--- config.mk ---
export PLATFORM = sky130hd
export DESIGN_NAME = psp_protect
export DESIGN_NICKNAME = d
export VERILOG_FILES = /design/src/rtl/psp_pkg.sv /design/src/rtl/psp_protect.sv
export SDC_FILE = /design/constraint.sdc
export NUM_CORES = 1
export LEC_CHECK = 0
export ABC_AREA = 1
export BUFFER_PORTS_ARGS = -buffer_cell sky130_fd_sc_hd__buf_2
export CAP_MARGIN = 20
export CORE_MARGIN = 3
export CORE_UTILIZATION = 40
export CTS_CLUSTER_SIZE = 14
export DETAILED_ROUTE_END_ITERATION = 6
export SETUP_SLACK_MARGIN = 0.2
export SLEW_MARGIN = 20
export SYNTH_ARGS = -nofsm -noshare
export SYNTH_HDL_FRONTEND = slang
export SYNTH_SLANG_ARGS = --single-unit
--- constraint.sdc ---
create_clock -name clk_i -period 13.96 [get_ports clk_i]
set_input_delay 2.094 -clock clk_i [delete_from_list [all_inputs] [get_ports clk_i]]
set_output_delay 2.094 -clock clk_i [all_outputs]
set_load 0.005 [all_outputs]
--- src/rtl/psp_pkg.sv ---
/*
 * Constants and types for the power stage protection controller.
 * Assumes a 250 MHz system clock and classic Wishbone register access.
 */
package psp_pkg;

    localparam int unsigned CLK_MHZ          = 250;
    localparam int unsigned CHECK_MS_PER_UF  = 15;
    localparam int unsigned RESET_GAP_MS     = 4;
    localparam int unsigned CHECK_CYC_PER_UF = CHECK_MS_PER_UF * CLK_MHZ * 1000;
    localparam int unsigned RESET_GAP_CYC    = RESET_GAP_MS * CLK_MHZ * 1000;

    // Register byte offsets
    localparam logic [7:0] REG_CTRL   = 8'h00;
    localparam logic [7:0] REG_STATUS = 8'h04;
    localparam logic [7:0] REG_TEMP   = 8'h08;

    // Control field positions
    localparam int unsigned CTRL_MODE_LSB = 0;
    localparam int unsigned CTRL_PKG_BIT  = 2;
    localparam int unsigned CTRL_CAP_LSB  = 8;

    localparam logic [31:0] CTRL_RESET = 32'h0000_0100;

    // Temperature thresholds, degrees C
    localparam logic [7:0] TEMP_WARN_LOW  = 8'd100;
    localparam logic [7:0] TEMP_WARN_HIGH = 8'd125;
    localparam logic [7:0] TEMP_SHUTDOWN  = 8'd155;

    typedef enum logic [1:0] {
        PSP_BRIDGE   = 2'd0,
        PSP_PARALLEL = 2'd1,
        PSP_SINGLE   = 2'd2
    } psp_mode_t;

    typedef enum logic [2:0] {
        ST_POWER_OFF,
        ST_CHECK_GND,
        ST_CHECK_SUPPLY,
        ST_SHORT_HOLD,
        ST_WAIT_RESET,
        ST_RUN
    } psp_state_t;

endpackage

--- src/rtl/psp_protect.sv ---
/*
 * Protection and sequencing control for a four half-bridge power stage.
 * Assumes supply-good, short and event inputs come from analog comparators
 * asynchronous to clk_i; software holds mode, package and filter size.
 */
`timescale 1ns/1ns
module psp_protect #(
    parameter int unsigned CHECK_CYC_PER_UF = psp_pkg::CHECK_CYC_PER_UF
) (
    input  wire logic        clk_i,
    input  wire logic        rst_i,
    input  wire logic        wb_cyc_i,
    input  wire logic        wb_stb_i,
    input  wire logic        wb_we_i,
    input  wire logic [7:0]  wb_adr_i,
    input  wire logic [3:0]  wb_sel_i,
    input  wire logic [31:0] wb_dat_i,
    output logic      [31:0] wb_dat_o,
    output logic             wb_ack_o,
    output logic             wb_err_o,
    input  wire logic        logic_supply_ok_i,
    input  wire logic        gate_drive_supply_ok_i,
    input  wire logic        reset_n_i,
    input  wire logic        short_gnd_i,
    input  wire logic        short_supply_i,
    input  wire logic        overload_i,
    input  wire logic        overcurrent_i,
    input  wire logic        clip_i,
    input  wire logic [7:0]  temp_i,
    output logic             bridge_enable_o,
    output logic             weak_pulldown_o,
    output logic             check_drive_o,
    output logic             fault_shutdown_n_o,
    output logic             fault_shutdown_n_oe_o,
    output logic             temp_warning_lower_n_o,
    output logic             temp_warning_lower_n_oe_o,
    output logic             temp_warning_upper_n_o,
    output logic             temp_warning_upper_n_oe_o,
    output logic             ready_o,
    output logic             clip_o
);
    import psp_pkg::*;

    // Two-flop synchronisers for the asynchronous inputs
    localparam int NSYNC = 8;
    logic [NSYNC-1:0] sync_a;
    logic [NSYNC-1:0] sync_b;
    logic [7:0]       temp_a;
    logic [7:0]       temp_b;
    logic [7:0]       temp_c;
    logic [7:0]       temp_s;
    always_ff @(posedge clk_i) begin
        sync_a <= {logic_supply_ok_i, gate_drive_supply_ok_i, reset_n_i, short_gnd_i,
                   short_supply_i, overload_i, overcurrent_i, clip_i};
        sync_b <= sync_a;
        temp_a <= temp_i;
        temp_b <= temp_a;
        temp_c <= temp_b;
    end
    // Temperature word is taken only once two synchronised samples agree
    always_ff @(posedge clk_i) begin
        if (temp_b == temp_c) begin
            temp_s <= temp_c;
        end
    end
    logic sup_ok, rst_n_s, sh_gnd, sh_sup, ovl, ocur, clip_s;
    assign sup_ok  = sync_b[7] & sync_b[6];
    assign rst_n_s = sync_b[5];
    assign sh_gnd  = sync_b[4];
    assign sh_sup  = sync_b[3];
    assign ovl     = sync_b[2];
    assign ocur    = sync_b[1];
    assign clip_s  = sync_b[0];

    // Register file
    logic [31:0] ctrl;
    psp_mode_t   mode;
    logic        small_pkg;
    logic [7:0]  cap_uf;
    assign mode      = psp_mode_t'(ctrl[CTRL_MODE_LSB +: 2]);
    assign small_pkg = ctrl[CTRL_PKG_BIT];
    assign cap_uf    = ctrl[CTRL_CAP_LSB +: 8];

    logic req;
    logic hit;
    assign req = wb_cyc_i & wb_stb_i & ~wb_ack_o & ~wb_err_o;
    assign hit = (wb_adr_i == REG_CTRL) || (wb_adr_i == REG_STATUS) || (wb_adr_i == REG_TEMP);

    always_ff @(posedge clk_i) begin
        if (rst_i) begin
            wb_ack_o <= 1'b0;
            wb_err_o <= 1'b0;
        end else begin
            wb_ack_o <= req & hit;
            wb_err_o <= req & ~hit;
        end
    end

    always_ff @(posedge clk_i) begin
        if (rst_i) begin
            ctrl <= CTRL_RESET;
        end else if (req && wb_we_i && wb_adr_i == REG_CTRL) begin
            for (int i = 0; i < 4; i++) begin
                if (wb_sel_i[i]) begin
                    ctrl[8*i +: 8] <= wb_dat_i[8*i +: 8];
                end
            end
        end
    end

    psp_state_t  state;
    logic        therm_latch;
    logic        ovl_latch;
    logic        warn_low, warn_high;
    logic [31:0] status_word;

    always_ff @(posedge clk_i) begin
        if (rst_i) begin
            wb_dat_o <= 32'h0000_0000;
        end else if (req) begin
            case (wb_adr_i)
                REG_CTRL:   wb_dat_o <= ctrl;
                REG_STATUS: wb_dat_o <= status_word;
                REG_TEMP:   wb_dat_o <= {24'h00_0000, temp_s};
                default:    wb_dat_o <= 32'h0000_0000;
            endcase
        end
    end

    // Thermal levels
    always_comb begin
        warn_low  = ~small_pkg && (temp_s > TEMP_WARN_LOW);
        warn_high = temp_s > TEMP_WARN_HIGH;
    end

    // Reset-pin rising edge; ignored while the short check runs
    logic rst_n_d;
    logic rst_rise;
    always_ff @(posedge clk_i) begin
        if (rst_i) begin
            rst_n_d <= 1'b1;
        end else begin
            rst_n_d <= rst_n_s;
        end
    end
    assign rst_rise = rst_n_s & ~rst_n_d;

    // Short check timer: length = filter capacitance times half the per-uF budget
    logic [39:0] chk_cnt;
    logic [39:0] chk_len;
    logic        chk_done;
    assign chk_len  = 40'(cap_uf) * 40'(CHECK_CYC_PER_UF) / 40'd2;
    assign chk_done = (chk_cnt >= chk_len);

    logic in_check;
    assign in_check = (state == ST_CHECK_GND) || (state == ST_CHECK_SUPPLY)
                   || (state == ST_SHORT_HOLD);

    // Startup sequencer
    always_ff @(posedge clk_i) begin
        if (rst_i) begin
            state   <= ST_POWER_OFF;
            chk_cnt <= 40'd0;
        end else if (!sup_ok) begin
            state   <= ST_POWER_OFF;
            chk_cnt <= 40'd0;
        end else begin
            case (state)
                ST_POWER_OFF: begin
                    chk_cnt <= 40'd0;
                    if (mode == PSP_SINGLE) begin
                        state <= ST_WAIT_RESET;
                    end else begin
                        state <= ST_CHECK_GND;
                    end
                end
                ST_CHECK_GND: begin
                    if (sh_gnd) begin
                        state <= ST_SHORT_HOLD;
                    end else if (chk_done) begin
                        state   <= ST_CHECK_SUPPLY;
                        chk_cnt <= 40'd0;
                    end else begin
                        chk_cnt <= chk_cnt + 40'd1;
                    end
                end
                ST_CHECK_SUPPLY: begin
                    if (sh_sup) begin
                        state <= ST_SHORT_HOLD;
                    end else if (chk_done) begin
                        state <= ST_WAIT_RESET;
                    end else begin
                        chk_cnt <= chk_cnt + 40'd1;
                    end
                end
                ST_SHORT_HOLD: begin
                    chk_cnt <= 40'd0;
                    if (!sh_gnd && !sh_sup) begin
                        state <= ST_CHECK_GND;
                    end
                end
                ST_WAIT_RESET: begin
                    if (rst_n_s) begin
                        state <= ST_RUN;
                    end
                end
                ST_RUN: begin
                    if (!rst_n_s) begin
                        state <= ST_WAIT_RESET;
                    end
                end
                default: state <= ST_POWER_OFF;
            endcase
        end
    end

    // Latched thermal shutdown and overload; set wins over clear
    always_ff @(posedge clk_i) begin
        if (rst_i || !sup_ok) begin
            therm_latch <= 1'b0;
            ovl_latch   <= 1'b0;
        end else begin
            if (temp_s > TEMP_SHUTDOWN) begin
                therm_latch <= 1'b1;
            end else if (!in_check && !rst_n_s) begin
                therm_latch <= 1'b0;
            end
            if (ovl && state == ST_RUN) begin
                ovl_latch <= 1'b1;
            end else if (!in_check && rst_rise) begin
                ovl_latch <= 1'b0;
            end
        end
    end

    // Output drive
    logic fault;
    logic fault_out_low;
    assign fault = therm_latch | ovl_latch | ~sup_ok;
    always_comb begin
        if (in_check) begin
            fault_out_low = 1'b1;
        end else if (!rst_n_s) begin
            fault_out_low = 1'b0;
        end else begin
            fault_out_low = fault | (state != ST_RUN);
        end
    end

    always_ff @(posedge clk_i) begin
        if (rst_i) begin
            bridge_enable_o           <= 1'b0;
            weak_pulldown_o           <= 1'b0;
            check_drive_o             <= 1'b0;
            fault_shutdown_n_oe_o     <= 1'b1;
            temp_warning_lower_n_oe_o <= 1'b0;
            temp_warning_upper_n_oe_o <= 1'b0;
            ready_o                   <= 1'b0;
            clip_o                    <= 1'b0;
        end else begin
            bridge_enable_o <= (state == ST_RUN) && !fault && rst_n_s;
            weak_pulldown_o <= !rst_n_s && sup_ok && !in_check
                               && (mode != PSP_SINGLE);
            check_drive_o   <= (state == ST_CHECK_GND) || (state == ST_CHECK_SUPPLY);
            fault_shutdown_n_oe_o     <= fault_out_low;
            temp_warning_lower_n_oe_o <= warn_low;
            temp_warning_upper_n_oe_o <= warn_high;
            ready_o <= (state == ST_RUN) && !fault && !ocur && rst_n_s;
            clip_o  <= clip_s && (state == ST_RUN);
        end
    end
    // Open-drain pins drive only low
    assign fault_shutdown_n_o     = 1'b0;
    assign temp_warning_lower_n_o = 1'b0;
    assign temp_warning_upper_n_o = 1'b0;

    assign status_word = {22'h00_0000, clip_o, ready_o, ovl_latch, therm_latch,
                          warn_high, warn_low, sup_ok, 3'(state)};

    // Checks
    check_excl_a: assert property (@(posedge clk_i) disable iff (rst_i)
        in_check |=> fault_shutdown_n_oe_o)
        else $error("fault not held low during short check");
    short_hold_a: assert property (@(posedge clk_i) disable iff (rst_i)
        state == ST_SHORT_HOLD |=> !bridge_enable_o)
        else $error("bridges enabled while short present");
    single_skip_a: assert property (@(posedge clk_i) disable iff (rst_i)
        state == ST_POWER_OFF && sup_ok && mode == PSP_SINGLE |=> state == ST_WAIT_RESET)
        else $error("check not skipped in single-ended mode");
    reset_hiz_a: assert property (@(posedge clk_i) disable iff (rst_i)
        !rst_n_s |=> !bridge_enable_o)
        else $error("bridges enabled while reset low");
    therm_latch_a: assert property (@(posedge clk_i) disable iff (rst_i)
        therm_latch && rst_n_s && sup_ok |=> therm_latch)
        else $error("thermal latch dropped without reset");
    uv_off_a: assert property (@(posedge clk_i) disable iff (rst_i)
        !sup_ok |=> !bridge_enable_o && (fault_shutdown_n_oe_o || !$past(rst_n_s)))
        else $error("undervoltage not shut down");
    reset_quiet_a: assert property (@(posedge clk_i) disable iff (rst_i)
        !rst_n_s && !in_check |=> !fault_shutdown_n_oe_o)
        else $error("fault shown while reset low");
    ready_ocur_a: assert property (@(posedge clk_i) disable iff (rst_i)
        ocur |=> !ready_o)
        else $error("ready high during overcurrent");
    no_recheck_a: assert property (@(posedge clk_i) disable iff (rst_i)
        state == ST_RUN && sup_ok |=> state != ST_CHECK_GND)
        else $error("reset restarted the short check");
    check_order_a: assert property (@(posedge clk_i) disable iff (rst_i)
        state != ST_CHECK_SUPPLY ##1 state == ST_CHECK_SUPPLY |-> $past(state) == ST_CHECK_GND)
        else $error("supply step entered without ground step");
    therm_off_a: assert property (@(posedge clk_i) disable iff (rst_i)
        therm_latch && rst_n_s |=> !bridge_enable_o && fault_shutdown_n_oe_o)
        else $error("thermal shutdown not applied");
    se_no_pull_a: assert property (@(posedge clk_i) disable iff (rst_i)
        mode == PSP_SINGLE |=> !weak_pulldown_o)
        else $error("pulldown enabled in single-ended mode");
endmodule

After elaboration in Yosys (flattened, before gate mapping). Cells that the tools add are included.

Add/sub/neg operators: 1. Div/mod/pow operators: 0. Shifts and indexed selects: 0. Equal/unequal tests: 19. Multiply operators: 1. Order comparisons: 4. Bitwise gates (word level): 16. Reduce and logical (&&, ||, !) cells: 41. Muxes and demuxes: 20.

Operator list (number): two-way mux 40 bit (4); case mux 40 bit (3 select lines) (1); case mux 32 bit (3 select lines) (1); adder 40 x 1 -> 40 bit (second input constant) (1); >= comparator 40 x 29 -> 1 bit (1); multiplier 8 x 18 -> 26 bit (second input constant) (1); two-way mux 3 bit (8); case mux 3 bit (6 select lines) (1); > comparator 8 x 7 -> 1 bit (second input constant) (2); logical AND 1 bit (15); inequality test 2 bit (second input constant) (6); inequality test 3 bit (second input constant) (3); == test 8 x 3 -> 1 bit (second input constant) (1); == test 8 x 4 -> 1 bit (second input constant) (1); == test 8 bit (1); > comparator 8 bit (second input constant) (1); logical NOT 8 bit (1); AND reduction 2 bit (4); AND 1 bit (7); logical NOT 1 bit (7); == test 3 x 2 -> 1 bit (second input constant) (2); == test 3 bit (second input constant) (2); NOT 1 bit (6); OR reduction 2 bit (3); 11 further kinds (22).

RAM bits: 0. Register bits: 168. Memories kept: 0. Bits of input ports: 65. Output and inout bits: 45. Bits in read-only memories: 0. Latch bits: 0.

Depth between registers and ports, before layout.
Depth after elaboration: 7. Gate-level depth with buffers: 34.

Least setup slack after synthesis. OpenSTA, ideal clock, no wires.

Path kind: reg2reg. Start point: register ctrl[14]. End point: register chk_cnt[0]. Path buffers: 1. Library setup time: 121 ps. Cell stages (with the launch flop): 29. Clock period less this slack: 5054 ps. Setup slack: 8906 ps. Required time: 13839 ps. Arrival time: 4933 ps. Path through: dfxtp_1 > fa_1 > ha_1 > inv_1 > fa_1 > inv_1 > ha_1 > ha_1 > a21o_1 > a21oi_1 > o21ai_0 > a21boi_0 > nor2_1 > nor2_1 > xor2_1 > ha_1 > nand2_1 > nor2_1 > nand2_1 > inv_1 > nand3_1 > nor2_1 > nor2_1 > nand2_1 > nand2_1 > nand2_1 > buf_4 > o21ai_1 > nor2_1.

Cells in the longest elaborated chain, start to end: 5.

RTL lines: start: declaration (line psp_protect.sv:76) `logic [31:0] ctrl;`; start signal: indexed assignment (line psp_protect.sv:105) `ctrl[8*i +: 8] <= wb_dat_i[8*i +: 8];`; multiplier 8 x 18 -> 26 bit (*) (line psp_protect.sv:152) `assign chk_len = 40'(cap_uf) * 40'(CHECK_CYC_PER_UF) / 40'd2;`; >= comparator 40 x 29 -> 1 bit (*) (line psp_protect.sv:153) `assign chk_done = (chk_cnt >= chk_len);`; two-way mux 40 bit (line psp_protect.sv:180) `end else if (chk_done) begin`; two-way mux 40 bit (line psp_protect.sv:178) `if (sh_gnd) begin`; case mux 40 bit (3 select lines) (line psp_protect.sv:168) `case (state)`; end signal: assignment (line psp_protect.sv:184) `chk_cnt <= chk_cnt + 40'd1;`; end signal: assignment (line psp_protect.sv:193) `chk_cnt <= chk_cnt + 40'd1;`; end: declaration (line psp_protect.sv:149) `logic [39:0] chk_cnt;`.

Every way passes the cells marked *; elsewhere a longest branch is shown, timed or not. The select of a mux whose other input is x is not followed. A chain may end at the register's enable or synchronous reset.

Worst setup path after layout.
Start point: register ctrl[14]. End point: register chk_cnt[9].

Same word-level chain as after synthesis.

==> results.py <==
metrics = {
    "status": {
        "status": "complete, no violations",
    },
    "critical_path": {
        "worstSetupPathType": "reg -> reg",
        "r2r_end": "chk_cnt[9]$_SDFFE_PP0P_",
        "cp-end-kind": "flop",
        "path_max_fanout": 30,
        "rrSetupSlack_ns": 6.84,
        "cp_slowest_cell": "nand2_1",
        "rr_worst_depth": 25,
        "rr_startpoint": "ctrl[14]$_SDFFE_PP0P_",
        "crit_path_start_kind": "flop",
        "required_ns": 14.27,
        "cp.arrival_ns": 7.43,
        "max_stage_delay_ns": 0.77,
    },
    "floorplanning": {
        "dieArea_mm2": 0.02692,
        "rows": 57,
        "coreArea_mm2": 0.02446,
        "io_pins": 110,
        "die_h_um": 164.1,
        "start_util_pct": 40.86,
        "die_width_um": 164.1,
    },
    "hold_path": {
        "hp-class": "reg -> reg",
        "whs_endpoint": "temp_b[1]$_DFF_P_",
        "worstHoldPathCells": 0,
        "hp-start": "temp_a[1]$_DFF_P_",
    },
    "detailed_routing": {
        "post_drt_wl_per_cell_um": 14.38,
        "via_count": 8848,
        "wl_um": 25690,
        "vias_per_cell": 4.954,
        "firstDrtPassIters": 5,
        "ant_nets": 0,
        "drt-initial-drc-count": 572,
        "drc": 0,
    },
    "layout": {
        "fin_cells": 1786,
        "register_area_mm2": 0.003443,
        "n_fill_cell": 2528,
        "post-route-cell-area_mm2": 0.01139,
        "drive_gt1_share_pct": 10.74,
        "area_growth_pct": 13.93,
        "antenna_cells": 0,
        "nets": 1632,
        "multiInputGateArea_mm2": 0.005743,
    },
    "grt": {
        "grt_pass1_vias": 8379,
        "antenna_found_initial": 0,
        "grt_max_degree": 55,
        "grt_overflow_total": 0,
        "grt_pass1_wl_um": 42500,
        "gr-usage-all-layers_pct": 19.60,
    },
    "clock_network": {
        "tritoncts": "yes",
        "htreeDepth": 4,
        "clk_pin_slew_ns": 0.07,
        "cts_sinks": 168,
        "cts_root_buf": "clkbuf_16",
        "cts_max_path_buffers": 2,
        "clkLatencyLatePin_ns": 0.43,
        "cts_resized": 0,
        "post_cts_buffers": 0,
        "hold_buffers": 0,
        "numCtsBuffers": 17,
    },
    "power": {
        "power.total_mw": 1.018,
        "p_per_area_mw_per_mm2": 89.43,
        "ir_drop_uv": 76.81,
        "p_leak_nw": 5.394,
    },
    "placed_design": {
        "dpl.cell_count": 1754,
        "dp_hpwl_um": 19300,
        "port_buffers": 106,
        "place_ws_ns": 6.861,
        "gp_congestion": 0.8922,
        "dpl_cell_area_mm2": 0.01079,
    },
    "timing": {
        "maxSlewHeadroom_pct": 29.22,
        "drv_slew": 0,
        "finalCriticalPeriod_ns": 7.123,
        "setup_viol_count_final": 0,
        "grt_setup_unrepaired": "false",
        "fin_ws_ns": 6.837,
        "skew_ns": 0.01180,
        "min_period_over_period_pct": 51.02,
        "fmax_mhz": 140.4,
        "hold_viol": 0,
        "tightestPinTransition_ns": 1.059,
        "setup_tns_ns": 0,
    },
    "synthesis": {
        "synthArstFlopShare_pct": 0,
        "syn_area_mm2": 0.009995,
        "ys.flop_type": "dfxtp_1",
        "synthCells": 1360,
        "ys_seq_elements": 168,
        "yosysSeqAreaShare_pct": 34.45,
        "synthDistinctLibCells": 43,
        "syn_area_per_cell_um2": 7.349,
        "yosysWarnings": 0,
        "synth_enable_flop_cells": 8,
    },
    "run": {
        "max-cap-violations": 0,
    },
}
[cell type report]
class / count / area share (%)
clock inverter: 13 / 1.264
sequential: 168 / 30.24
inverter: 164 / 5.406
timing repair buffer: 113 / 5.120
multi-input combinational: 985 / 50.43
tap: 324 / 3.560
clock buffer: 19 / 3.978
[power breakdown]
group / total [mW] / internal [mW] / switching (mW)
logic: 0.0411 / 0.0158 / 0.0253
registers: 0.499 / 0.494 / 0.00523
clock network: 0.478 / 0.250 / 0.228
total: 1.02 / 0.760 / 0.259
[worst max-delay path: cells and delay by family (launching register included)]
| family | cells | cell delay (ns) |
|---|---|---|
| and+or+nand+nor | 9 | 2.37 |
| adders and majority gates | 6 | 2.23 |
| AOI/OAI and AO/OA | 7 | 1.61 |
| DFF | 1 | 0.49 |
| xor gates and xnor gates | 1 | 0.17 |
| buffers and inverters | 2 | 0.11 |
[per-stage QoR]
step                utilization [%]  hold slack, ns
finish                        46.55          0.3292
global route                  46.55          0.3351
CTS                           46.55          0.3288
detailed placement            44.11          0.3121
global placement              44.11          0.3112
floorplan                         -          0.3096
[routing by layer]
layer / vias up / global-route usage [%] / wire length (um) / share of wire [%]
met3: 18 / 2.875 / 1109 / 4.3
met1: 4012 / 27.74 / 12560 / 49
met4: 0 / 3.998 / 307 / 1.2
met2: 203 / 31.91 / 11710 / 46
met5: - / 0 / 0 / 0
li1: 4615 / - / - / -
[flip-flops by register name (all words and copies together) (netlist names), 3 cells and up]
signal,count
temp_c,8
ctrl,32
temp_s,8
state,3
temp_a,8
sync_b,8
temp_b,8
chk_cnt,40
wb_dat_o,32
sync_a,8
[cell families (layout without fill, tap and decap cells)]
| logic type | Yosys count | count (layout) | share of synthesized area [%] |
|---|---|---|---|
| DFF | 168 | 168 | 34.45 |
| adders and majority gates | 118 | 118 | 16.57 |
| AOI/OAI and AO/OA | 204 | 204 | 11.29 |
| buffers and inverters | 209 | 309 | 8.262 |
| and+or+nand+nor | 618 | 618 | 25.70 |
| xor gates and xnor gates | 42 | 42 | 3.680 |
| other | 1 | 3 | 0.03752 |
[cells in the final DEF (no fill, tap or decap), types with 6 or more instances in the layout]
master	count
edfxtp_1	8
nor3_1	43
inv_1	159
xor2_1	20
inv_8	6
clkbuf_16	17
ha_1	94
buf_2	106
o21ai_0	69
fa_1	24
nand2_1	342
xnor2_1	22
nor2_1	134
a21oi_1	96
dfxtp_1	160
nand3_1	45
nand4_1	41
buf_4	7
[how the worst max path moves through the flow]
stage | cells past startpoint | slack [ns] | endpoint | from
4_1_cts | 25 | 6.84 | chk_cnt[9]$_SDFFE_PP0P_ | ctrl[14]$_SDFFE_PP0P_
6_report | 25 | 6.84 | chk_cnt[9]$_SDFFE_PP0P_ | ctrl[14]$_SDFFE_PP0P_
3_3_place_gp | 25 | 6.97 | chk_cnt[9]$_SDFFE_PP0P_ | ctrl[15]$_SDFFE_PP0P_
2_1_floorplan | 28 | 8.91 | chk_cnt[0]$_SDFFE_PP0P_ | ctrl[14]$_SDFFE_PP0P_
3_5_place_dp | 25 | 6.86 | chk_cnt[9]$_SDFFE_PP0P_ | ctrl[14]$_SDFFE_PP0P_
5_1_grt | 23 | 6.15 | chk_cnt[1]$_SDFFE_PP0P_ | ctrl[14]$_SDFFE_PP0P_
[cell usage after synthesis, types with 2 or more instances]
master / n / area share [%]
nand2_1: 342 / 13
dfxtp_1: 160 / 32
inv_1: 159 / 6.0
nor2_1: 135 / 5.1
a21oi_1: 96 / 4.8
ha_1: 94 / 12
o21ai_0: 69 / 3.5
nand3_1: 45 / 2.3
nor3_1: 43 / 2.2
nand4_1: 41 / 2.6
clkbuf_1: 26 / 0.98
fa_1: 24 / 4.8
xnor2_1: 22 / 1.9
xor2_1: 20 / 1.8
buf_2: 9 / 0.45
edfxtp_1: 8 / 2.4
a211oi_1: 5 / 0.38
or2_2: 5 / 0.31
a21o_1: 4 / 0.30
buf_1: 4 / 0.15
buf_4: 4 / 0.30
o221ai_1: 4 / 0.35
o22ai_1: 4 / 0.25
o31ai_1: 4 / 0.30
a21boi_0: 3 / 0.23
clkinv_1: 3 / 0.11
o21a_1: 3 / 0.23
o21bai_1: 3 / 0.23
a31oi_1: 2 / 0.13
buf_6: 2 / 0.23
inv_2: 2 / 0.075
nor2_2: 2 / 0.13
nor4_1: 2 / 0.13
o211ai_1: 2 / 0.15
(Power assumes the default switching activity.)
